File: config.mk
export PLATFORM = sky130hd
export DESIGN_NAME = dtmf_rx_decode_steering
export DESIGN_NICKNAME = d
export VERILOG_FILES = /design/src/dtmf_rx_pkg.sv /design/src/dtmf_rx_decode_steering.sv
export SDC_FILE = /design/constraint.sdc
export NUM_CORES = 1
export LEC_CHECK = 0
export BUFFER_PORTS_ARGS = -buffer_cell sky130_fd_sc_hd__buf_2
export CAP_MARGIN = 20
export CORE_MARGIN = 10
export CORE_UTILIZATION = 50
export CTS_CLUSTER_DIAMETER = 80
export DETAILED_ROUTE_END_ITERATION = 10
export GPL_TIMING_DRIVEN = 0
export PLACE_DENSITY = 0.71
export SKIP_CTS_REPAIR_TIMING = 1
export SYNTH_ARGS = -nofsm -noshare
export SYNTH_HDL_FRONTEND = slang
export SYNTH_SLANG_ARGS = --single-unit
File: constraint.sdc
create_clock -name i_sys_clk -period 7.8 [get_ports i_sys_clk]
set_input_delay 0.78 -clock i_sys_clk [delete_from_list [all_inputs] [get_ports i_sys_clk]]
set_output_delay 0.78 -clock i_sys_clk [all_outputs]
set_load 0.02 [all_outputs]
File: src/dtmf_rx_pkg.sv
// package for the tone receiver decode and steering block
// assumes a 10 MHz system clock and limited tone inputs from comparators
package dtmf_rx_pkg;
   localparam int CLK_HZ = 10_000_000;
   // register indices on the plain port
   localparam logic [1:0] ADDR_RXDATA = 2'h0;
   localparam logic [1:0] ADDR_STATUS = 2'h1;
   localparam logic [1:0] ADDR_CTRL   = 2'h2;
   localparam logic [1:0] ADDR_MASK   = 2'h3;
   // status bit positions
   localparam int ST_RX_VALID_BIT     = 2;
   localparam int ST_DELAYED_STEER_BIT = 3;
   // control bit positions
   localparam int CTRL_IRQ_MODE_BIT = 0;
   // reset values
   localparam logic [3:0] CTRL_RESET = 4'h0;
   localparam logic [3:0] MASK_RESET = 4'hf;
   // guard times in microseconds, converted to cycles
   localparam int TONE_PRESENT_GUARD_US = 40_000;
   localparam int TONE_ABSENT_GUARD_US  = 40_000;
   localparam int TONE_PRESENT_GUARD_CYC = TONE_PRESENT_GUARD_US * (CLK_HZ / 1_000_000);
   localparam int TONE_ABSENT_GUARD_CYC  = TONE_ABSENT_GUARD_US * (CLK_HZ / 1_000_000);
   // latch settle delay before delayed steering rises
   localparam int SETTLE_NS  = 400;
   localparam int SETTLE_CYC = (SETTLE_NS * (CLK_HZ / 1_000_000) + 999) / 1000;
   // tone measurement: one tone period in cycles, tolerance in percent
   localparam int TOL_PCT = 2;
   localparam int N_LOW  = 4;
   localparam int N_HIGH = 4;
   localparam int FREQ_LOW  [N_LOW]  = '{697, 770, 852, 941};
   localparam int FREQ_HIGH [N_HIGH] = '{1209, 1336, 1477, 1633};
   localparam int PER_W = 16;
   typedef struct packed {
      logic [1:0] addr;
      logic [3:0] wdata;
      logic       wr;
      logic       rd;
   } bus_req_type;
endpackage

File: src/dtmf_rx_decode_steering.sv
// tone pair decode, early and delayed steering, receive register and bus
// assumes comparator tone inputs asynchronous; bus from same-clock logic
// Functional notes
// - measure each tone period by counting; accept only near standard frequencies
// - map low/high pair to 4-bit code; D is 0000, 0 is 1010
// - early steer high when both tones valid together
// - early steer drops immediately on any loss of valid pair
// - register pair after tone-present guard time; latch code into receive register
// - guard time drive high from registration while early steer stays high
// - delayed steer flag rises after short settle delay; readable in status
// - interrupt mode: request output pulled low while delayed steer active
// - output latch updated only on delayed steer rising
// - receive register code placed on 4-bit data bus when read
// - delayed steer cleared only after tone-absent guard; shorter dropouts ignored
// - rx valid status bit set on new data, cleared by status read
// - received data interrupt held until status read
`timescale 1ns/1ps
module dtmf_rx_decode_steering #(
   parameter int GTP_CYC = dtmf_rx_pkg::TONE_PRESENT_GUARD_CYC,
   parameter int GTA_CYC = dtmf_rx_pkg::TONE_ABSENT_GUARD_CYC
) (
   // clock and reset
   input  wire logic        i_sys_clk,
   input  wire logic        i_reset_n,
   // limited tone inputs
   input  wire logic        i_low_tone,
   input  wire logic        i_high_tone,
   // register port
   input  wire logic [1:0]  i_addr,
   input  wire logic [3:0]  i_wdata,
   input  wire logic        i_wr,
   input  wire logic        i_rd,
   output logic      [3:0]  o_rdata,
   // steering pins
   output logic             o_early_steer,
   output logic             o_guard_time_drive,
   output logic             o_guard_time_drive_oe,
   // open drain request, low active: oe high pulls low
   output logic             o_request_or_progress_out_n,
   output logic             o_request_or_progress_out_oe,
   // status interrupt
   output logic             o_irq
);
   localparam int CW = 32;

   // pin synchronisers
   logic [1:0] low_sync_q;
   logic [1:0] high_sync_q;
   logic       low_prev_q;
   logic       high_prev_q;
   always_ff @(posedge i_sys_clk or negedge i_reset_n) begin
      if (!i_reset_n) begin
         low_sync_q  <= 2'h0;
         high_sync_q <= 2'h0;
         low_prev_q  <= 1'b0;
         high_prev_q <= 1'b0;
      end else begin
         low_sync_q  <= {low_sync_q[0], i_low_tone};
         high_sync_q <= {high_sync_q[0], i_high_tone};
         low_prev_q  <= low_sync_q[1];
         high_prev_q <= high_sync_q[1];
      end
   end
   wire low_rise  = low_sync_q[1] & ~low_prev_q;
   wire high_rise = high_sync_q[1] & ~high_prev_q;

   function automatic logic [2:0] match_freq(input logic [dtmf_rx_pkg::PER_W-1:0] per,
                                             input logic hi);
      int f;
      int nom;
      logic [2:0] res;
      res = 3'h0;
      for (int k = 0; k < 4; k++) begin
         f   = hi ? dtmf_rx_pkg::FREQ_HIGH[k] : dtmf_rx_pkg::FREQ_LOW[k];
         nom = dtmf_rx_pkg::CLK_HZ / f;
         if (int'(per) * 100 >= nom * (100 - dtmf_rx_pkg::TOL_PCT) &&
             int'(per) * 100 <= nom * (100 + dtmf_rx_pkg::TOL_PCT))
            res = {1'b1, 2'(k)};
      end
      return res;
   endfunction

   logic [dtmf_rx_pkg::PER_W-1:0] low_cnt_q;
   logic [dtmf_rx_pkg::PER_W-1:0] high_cnt_q;
   logic [2:0]                    low_sel_q;
   logic [2:0]                    high_sel_q;
   localparam logic [dtmf_rx_pkg::PER_W-1:0] CNT_MAX = '1;
   // window match of the period just ended
   wire [2:0] low_match  = match_freq(low_cnt_q, 1'b0);
   wire [2:0] high_match = match_freq(high_cnt_q, 1'b1);
   always_ff @(posedge i_sys_clk or negedge i_reset_n) begin
      if (!i_reset_n) begin
         low_cnt_q <= '0;
         low_sel_q <= 3'h0;
      end else if (low_rise) begin
         low_sel_q <= low_match;
         low_cnt_q <= '0;
      end else if (low_cnt_q == CNT_MAX) begin
         low_sel_q <= 3'h0;
      end else begin
         low_cnt_q <= low_cnt_q + 1'b1;
      end
   end
   always_ff @(posedge i_sys_clk or negedge i_reset_n) begin
      if (!i_reset_n) begin
         high_cnt_q <= '0;
         high_sel_q <= 3'h0;
      end else if (high_rise) begin
         high_sel_q <= high_match;
         high_cnt_q <= '0;
      end else if (high_cnt_q == CNT_MAX) begin
         high_sel_q <= 3'h0;
      end else begin
         high_cnt_q <= high_cnt_q + 1'b1;
      end
   end

   function automatic logic [3:0] encode_pair(input logic [1:0] lo, input logic [1:0] hi);
      logic [3:0] c;
      if (hi == 2'h3) begin
         c = (lo == 2'h3) ? 4'h0 : 4'(4'hd + lo);
      end else if (lo == 2'h3) begin
         c = (hi == 2'h0) ? 4'hb : ((hi == 2'h1) ? 4'ha : 4'hc);
      end else begin
         c = 4'(lo * 3 + hi + 1);
      end
      return c;
   endfunction

   // early steering follows signal condition directly
   wire signal_cond = low_sel_q[2] & high_sel_q[2];
   wire [3:0] code_now = encode_pair(low_sel_q[1:0], high_sel_q[1:0]);
   assign o_early_steer = signal_cond;

   // steering state machine
   typedef enum logic [1:0] {ST_IDLE, ST_SETTLE, ST_ACTIVE} steer_type;
   steer_type  state_q;
   logic [CW-1:0] gcnt_q;
   logic [3:0]    pend_code_q;
   logic [3:0]    rx_data_q;
   logic          delayed_steer_q;
   logic          gt_q;
   logic [CW-1:0] settle_max;
   assign settle_max = CW'(dtmf_rx_pkg::SETTLE_CYC);

   always_ff @(posedge i_sys_clk or negedge i_reset_n) begin
      if (!i_reset_n) begin
         state_q         <= ST_IDLE;
         gcnt_q          <= '0;
         pend_code_q     <= 4'h0;
         delayed_steer_q <= 1'b0;
         gt_q            <= 1'b0;
      end else begin
         case (state_q)
            ST_IDLE: begin
               if (!signal_cond) begin
                  gcnt_q <= '0;
               end else if (gcnt_q >= CW'(GTP_CYC - 1)) begin
                  gcnt_q      <= '0;
                  pend_code_q <= code_now;
                  gt_q        <= 1'b1;
                  state_q     <= ST_SETTLE;
               end else begin
                  gcnt_q <= gcnt_q + 1'b1;
               end
            end
            ST_SETTLE: begin
               gt_q <= signal_cond;
               if (gcnt_q >= settle_max - 1'b1) begin
                  gcnt_q          <= '0;
                  delayed_steer_q <= 1'b1;
                  state_q         <= ST_ACTIVE;
               end else begin
                  gcnt_q <= gcnt_q + 1'b1;
               end
            end
            ST_ACTIVE: begin
               gt_q <= gt_q & signal_cond;
               if (signal_cond) begin
                  gcnt_q <= '0;
               end else if (gcnt_q >= CW'(GTA_CYC - 1)) begin
                  gcnt_q          <= '0;
                  delayed_steer_q <= 1'b0;
                  state_q         <= ST_IDLE;
               end else begin
                  gcnt_q <= gcnt_q + 1'b1;
               end
            end
            default: begin
               state_q <= ST_IDLE;
            end
         endcase
      end
   end
   assign o_guard_time_drive    = gt_q;
   assign o_guard_time_drive_oe = 1'b1;

   // latch on delayed steer rising only
   logic ds_prev_q;
   wire  ds_rise = delayed_steer_q & ~ds_prev_q;
   always_ff @(posedge i_sys_clk or negedge i_reset_n) begin
      if (!i_reset_n) begin
         ds_prev_q <= 1'b0;
         rx_data_q <= 4'h0;
      end else begin
         ds_prev_q <= delayed_steer_q;
         if (ds_rise)
            rx_data_q <= pend_code_q;
      end
   end

   // control and mask registers
   logic [3:0] ctrl_q;
   logic [3:0] mask_q;
   always_ff @(posedge i_sys_clk or negedge i_reset_n) begin
      if (!i_reset_n) begin
         ctrl_q <= dtmf_rx_pkg::CTRL_RESET;
         mask_q <= dtmf_rx_pkg::MASK_RESET;
      end else if (i_wr) begin
         if (i_addr == dtmf_rx_pkg::ADDR_CTRL)
            ctrl_q <= i_wdata;
         if (i_addr == dtmf_rx_pkg::ADDR_MASK)
            mask_q <= i_wdata;
      end
   end

   // sticky status, set wins over read clear
   logic [3:0] sticky_q;
   wire  stat_rd = i_rd && (i_addr == dtmf_rx_pkg::ADDR_STATUS);
   wire  stat_wr = i_wr && (i_addr == dtmf_rx_pkg::ADDR_STATUS);
   logic [3:0] set_ev;
   always_comb begin
      set_ev = 4'h0;
      set_ev[dtmf_rx_pkg::ST_RX_VALID_BIT] = ds_rise;
   end
   always_ff @(posedge i_sys_clk or negedge i_reset_n) begin
      if (!i_reset_n) begin
         sticky_q <= 4'h0;
      end else begin
         sticky_q <= set_ev | (sticky_q & ~(stat_wr ? i_wdata : 4'h0) &
                               ~(stat_rd ? 4'h4 : 4'h0));
      end
   end
   logic [3:0] status_view;
   always_comb begin
      status_view = sticky_q;
      status_view[dtmf_rx_pkg::ST_DELAYED_STEER_BIT] = delayed_steer_q;
   end
   assign o_irq = |(sticky_q & mask_q);

   // request pin low while delayed steer in interrupt mode
   logic req_q;
   always_ff @(posedge i_sys_clk or negedge i_reset_n) begin
      if (!i_reset_n)
         req_q <= 1'b0;
      else
         req_q <= ctrl_q[dtmf_rx_pkg::CTRL_IRQ_MODE_BIT] &
                  (delayed_steer_q | sticky_q[dtmf_rx_pkg::ST_RX_VALID_BIT]);
   end
   assign o_request_or_progress_out_n  = 1'b0;
   assign o_request_or_progress_out_oe = req_q;

   // read data one cycle after strobe
   always_ff @(posedge i_sys_clk or negedge i_reset_n) begin
      if (!i_reset_n) begin
         o_rdata <= 4'h0;
      end else if (i_rd) begin
         case (i_addr)
            dtmf_rx_pkg::ADDR_RXDATA: o_rdata <= rx_data_q;
            dtmf_rx_pkg::ADDR_STATUS: o_rdata <= status_view;
            dtmf_rx_pkg::ADDR_CTRL:   o_rdata <= ctrl_q;
            dtmf_rx_pkg::ADDR_MASK:   o_rdata <= mask_q;
            default:                  o_rdata <= 4'h0;
         endcase
      end else begin
         o_rdata <= 4'h0;
      end
   end
endmodule

# --- Word level (Yosys, flattened, before mapping) ---
# Cells that the tools add are included.
totals:
  ff_bits: 106
  in_bits: 12
  output_inout_bits: 10
  word_cells: 147
classes:
  add_sub_neg: 6
  n_mul: 3
  n_lt_le_gt_ge: 18
  eq_ne: 17
  muxes: 43
  n_bitwise: 16
  n_reduce_logical: 24
op_table:
  columns: ["op", "n"]
  rows:
  - ["greater-or-equal comparator 32 x 21 -> 1 bit, second input constant", 5]
  - ["two-way mux 32 bit", 4]
  - ["greater-or-equal comparator 32 x 22 -> 1 bit, second input constant", 3]
  - ["<= comparator 32 x 21 -> 1 bit, second input constant", 3]
  - ["<= comparator 32 x 22 -> 1 bit, second input constant", 3]
  - ["case mux 32 bit (3 select lines)", 1]
  - ["two-way mux 16 bit", 4]
  - ["two-way mux 3 bit", 15]
  - ["multiplier 16 x 5 -> 21 bit, second input constant", 2]
  - ["adder 16 x 1 -> 16 bit, second input constant", 2]
  - ["adder 32 x 1 -> 32 bit, second input constant", 1]
  - ["equality test 16 bit, second input constant", 2]
  - ["greater-or-equal comparator 32 x 19 -> 1 bit, second input constant", 1]
  - ["greater-or-equal comparator 32 x 2 -> 1 bit, second input constant", 1]
  - ["<= comparator 23 x 20 -> 1 bit, second input constant", 1]
  - ["<= comparator 23 x 21 -> 1 bit, second input constant", 1]
  - ["two-way mux 4 bit", 5]
  - ["case mux 4 bit (4 select lines)", 1]
  - ["!= test 2 bit, second input constant", 7]
  - ["bitwise AND 4 bit", 3]
  - ["equality test 2 bit, second input constant", 5]
  - ["logical AND 1 bit", 10]
  - ["two-way mux 2 bit", 5]
  - ["bitwise AND 1 bit", 6]
  - ["22 further kinds", 36]

# --- Logic depth before layout (Yosys ltp) ---
depth:
  word_depth: 8
  depth_mapped: 16
  ltp_nobuf: 15

# --- Least setup slack after synthesis ---
# No wires, ideal clock.
synth_path:
  path_type: "register to register"
  start: "reg low_cnt_q[2] in the netlist's numbering"
  end: "reg low_sel_q[2]"
  setup_ns: 0.126
  t_arrival_ns: 3.804
  t_required_ns: 7.674
  setup_slack_ns: 3.869
  stages_incl_launch_ff: 15
  n_path_buf: 0
  period_less_slack_ns: 3.931
  cell_sequence: "dfrtp_1 -> inv_1 -> ha_1 -> ha_1 -> ha_1 -> fa_1 -> a211oi_1 -> o21ai_1 -> a221o_1 -> or2_4 -> a41o_1 -> and4_1 -> o21ai_1 -> a21oi_1 -> a311o_1"
synth_between:
  elab_chain_cells: 8
  word_cells_on_any_way: 20
  cone_classes: "mul: 1; order compare: 8; eq/ne: 1; mux: 5; reduce/logical: 5"
synth_rtl:
  columns: ["item", "line", "text"]
  rows:
  - ["from (decl)", "dtmf_rx_decode_steering.sv:83", "logic [dtmf_rx_pkg::PER_W-1:0] low_cnt_q;"]
  - ["from (signal assigned)", "dtmf_rx_decode_steering.sv:101", "low_cnt_q <= low_cnt_q + 1'b1;"]
  - ["multiplier 16 x 5 -> 21 bit", "dtmf_rx_decode_steering.sv:76, dtmf_rx_decode_steering.sv:77", null]
  - ["greater-or-equal comparator 32 x 22 -> 1 bit / <= comparator 32 x 22 -> 1 bit (equally long branches)", "dtmf_rx_decode_steering.sv:76, dtmf_rx_decode_steering.sv:77", null]
  - ["logical AND 1 bit", "dtmf_rx_decode_steering.sv:76", "if (int'(per) * 100 >= nom * (100 - dtmf_rx_pkg::TOL_PCT) &&"]
  - ["two-way mux 3 bit (4 in series)", "dtmf_rx_decode_steering.sv:76", null]
  - ["two-way mux 3 bit", "dtmf_rx_decode_steering.sv:95", "end else if (low_rise) begin"]
  - ["to (signal assigned)", "dtmf_rx_decode_steering.sv:96", "low_sel_q <= low_match;"]
  - ["to (decl)", "dtmf_rx_decode_steering.sv:85", "logic [2:0] low_sel_q;"]
# Parallel ways exist; a longest one is shown, timed or not.
# A chain may end at the register's enable or synchronous reset.

# --- Worst setup path in the final report ---
# Same ends and word-level chain as after synthesis.

==> flow_summary.json <==
{
  "status": "finished clean",
  "synth-async-reset-ratio_pct": 100,
  "track_usage_pct": 15.8,
  "hold_violations": 0,
  "cp_slowest_stage_delay_ns": 0.49,
  "numCtsBuffers": 9,
  "final_common_cell": "ha_1",
  "start_util_pct": 51.1,
  "ios": 22,
  "p_switching_mw": 0.553,
  "slew-limit-headroom_pct": 49.8,
  "critPathArrivalTime_ns": 4.65,
  "routedWlPerCell_um": 14.7,
  "tightest_slew_ns": 0.746,
  "final_cell_mix": "ha_1 (124), dfrtp_1 (102), nor2_1 (100)",
  "synth_nets": 1168,
  "num_rows": 49,
  "grt_max_degree": 70,
  "slowest_stage": "fa_1",
  "ys_ff_latch": 106,
  "die_x_um": 156,
  "clockPowerShare_pct": 30.4,
  "ir_drop_mv": 0.130,
  "coreArea_mm2": 0.0181,
  "swShare_pct": 35.5,
  "grt_pass1_vias": 6843,
  "antenna_found_initial": 0,
  "p_leak_nw": 4.91,
  "drt_wl_total_mm": 18.7,
  "ant_nets": 0,
  "intPower_mw": 1.00,
  "synth_edf_count": 0,
  "cts_tree": "yes",
  "grtUsageMet2_pct": 25.0,
  "max_freq_mhz": 227,
  "fillers": 1615,
  "holdCritPathClass": "reg -> reg",
  "antenna_cells": 0,
  "total_power_mw": 1.56,
  "setup_violations": 0,
  "crit_top_cell": "ha_1",
  "power.density_mw_per_mm2": 157,
  "finalMaxSlewViolations": 0,
  "crit_chain": "inv_1 -> ha_1 -> ha_1 -> ha_1 -> fa_1 -> a211oi_1 -> o21ai_2 -> a21oi_1 -> xnor2_1 -> o311ai_4 -> nor3_1 -> a31oi_1 -> o21ai_1 -> a311o_1",
  "use_met3_pct": 2.62,
  "fin_crit_ns": 4.40,
  "synthCells": 1008,
  "seqPwrFrac_pct": 39.2,
  "io_buffers": 17,
  "clkTransAtPathRegs_ns": 0.08,
  "rsz0062_at_grt": "no",
  "vias": 7224,
  "ys_warn_count": 0,
  "cp-end-kind": "flip-flop",
  "synth_cell_type_count": 86,
  "synthesis.area_mm2": 0.00924,
  "gp_congestion": 0.872,
  "grt_pass1_wl_mm": 32.6,
  "area_growth_pct": 7.75,
  "htreeDepth": 3,
  "dr.pass1.iters": 5,
  "final_layout_size_suffix_gt1_share_pct": 9.12,
  "cts.sinks": 106,
  "ctsRootBufferMaster": "clkbuf_16",
  "power_frac_comb_pct": 30.4,
  "viasPerCell": 5.68,
  "start_kind": "flip-flop",
  "place_hpwl_mm": 14.8,
  "maxCapViolations": 0,
  "fin_nets": 1197,
  "route.detailed.drc": 0,
  "path_max_fanout": 8,
  "clockBufferDepth": 2,
  "die_y_um": 156,
  "syn_area_per_cell_um2": 9.16,
  "period_share_pct": 56.4,
  "setup_tns_ns": 0,
  "crit_required_ns": 8.05,
  "grt_overflow": 0,
  "path_class": "reg -> reg",
  "drtIter0Drc": 369,
  "synth-seq-area-share_pct": 28.8,
  "top_usage_layer": "met2",
  "insertion_delay_ns": 0.36,
  "dominantRegCellSynth": "dfrtp_1",
  "clock_skew_ns": 0.0109,
  "met1_usage_pct": 22.1,
  "dieArea_mm2": 0.0243
}
==> cell type report <==
class                           instances  area (µm²)  share of cell area (%)
Tap cell                              229         287                    2.88
Multi-Input combinational cell        784        6110                    61.4
Clock inverter                          7        88.8                   0.893
Buffer                                 33         149                    1.50
Clock buffer                            9         225                    2.26
Inverter                               85         319                    3.21
Timing Repair Buffer                   18         115                    1.16
Sequential cell                       106        2660                    26.7
==> worst paths after layout <==
path | start | to | slack (ns) | depth (start not counted)
hold / removal | low_sync_q[0]$_DFF_PN0_ | low_sync_q[1]$_DFF_PN0_ | 0.35 | 0
max in group asynchronous | i_reset_n | mask_q[2]$_DFFE_PN1P_ | 6.70 | 2
min in group asynchronous | i_reset_n | high_cnt_q[2]$_DFFE_PN0P_ | 0.37 | 1
hold reg to reg | low_sync_q[0]$_DFF_PN0_ | low_sync_q[1]$_DFF_PN0_ | 0.35 | 0
setup / recovery | low_cnt_q[2]$_DFFE_PN0P_ | low_sel_q[2]$_DFFE_PN0P_ | 3.40 | 14
setup reg to reg | low_cnt_q[2]$_DFFE_PN0P_ | low_sel_q[2]$_DFFE_PN0P_ | 3.40 | 14
==> synth_stat cells, types with 5 or more instances <==
cell / instances / area, µm²
a211oi_1: 8 / 60.1
a21o_1: 16 / 120
a21oi_1: 54 / 270
a31oi_1: 12 / 75.1
and2_1: 8 / 50.1
and3_1: 18 / 113
and4_1: 5 / 43.8
buf_2: 7 / 35.0
clkbuf_1: 19 / 71.3
dfrtp_1: 102 / 2550
fa_1: 24 / 480
ha_1: 124 / 1550
inv_1: 85 / 319
mux2_2: 15 / 169
nand2_1: 60 / 225
nand2b_1: 7 / 43.8
nand3_1: 38 / 190
nand4_1: 17 / 106
nor2_1: 100 / 375
nor2b_1: 13 / 81.3
nor3_1: 13 / 65.1
nor3b_1: 5 / 37.5
nor4_1: 9 / 56.3
o211ai_1: 6 / 45.0
o21a_1: 7 / 52.6
o21ai_0: 43 / 215
o31ai_1: 8 / 60.1
xnor2_1: 45 / 394
xor2_1: 36 / 315
==> layer usage <==
layer	part of all wire, %	wire length [µm]
met1	50	9300
met2	46	8620
met3	3.5	648
met4	0.86	161
met5	0	0
==> power groups by stage <==
stage / Clock, mW / Combinational (mW) / Sequential, mW
final: 0.474 / 0.474 / 0.610
after detailed placement: 0 / 0.469 / 0.622
after global placement: 0 / 0.458 / 0.621
after global routing: 0.504 / 0.543 / 0.615
after floorplan: 0 / 0.369 / 0.613
after CTS: 0.489 / 0.475 / 0.611
==> worst max-delay path: cells and delay by family, from the launching register on <==
family	cells	cell delay, ns
flip-flops	1	0.47
adder cells (fa/ha/maj)	4	1.39
AND/OR/NAND/NOR	1	0.08
XOR/XNOR	1	0.25
AO/OA/AOI/OAI	7	1.87
buffers and inverters	1	0.23
==> per-stage QoR <==
stage	setup WS (ns)	hold WS [ns]	util, %	instances	area (µm²)
CTS	3.39	0.356	55.0	1271	9950
finish	3.40	0.353	55.0	1271	9950
global route	3.06	0.360	55.0	1271	9950
global placement	3.46	0.335	53.1	1254	9610
detailed placement	3.43	0.336	53.3	1255	9640
floorplan	3.87	0.331	-	1008	9240
==> kinds of logic after synthesis <==
group	count (synthesis)	share of synthesized area [%]
AOI/OAI and AO/OA	218	16.5
xor gates and xnor gates	81	7.68
adders and majority gates	148	22.0
buffers and inverters	118	5.07
DFF	106	28.8
muxes	21	3.02
other	2	0.0813
and+or+nand+nor	314	16.9
==> flip-flops by register name (all words and copies together), names as in the netlist <==
| signal | count |
|---|---|
| ctrl_q | 4 |
| delayed_steer_q | 1 |
| ds_prev_q | 1 |
| gcnt_q | 32 |
| high_cnt_q | 16 |
| high_prev_q | 1 |
| high_sel_q | 3 |
| high_sync_q | 2 |
| low_cnt_q | 16 |
| low_prev_q | 1 |
| low_sel_q | 3 |
| low_sync_q | 2 |
| mask_q | 4 |
| o_guard_time_drive | 1 |
| o_rdata | 4 |
| o_request_or_progress_out_oe | 1 |
| pend_code_q | 4 |
| rx_data_q | 4 |
| state_q | 2 |
| sticky_q | 4 |
Note: power is estimated with default switching activity, not from simulation.
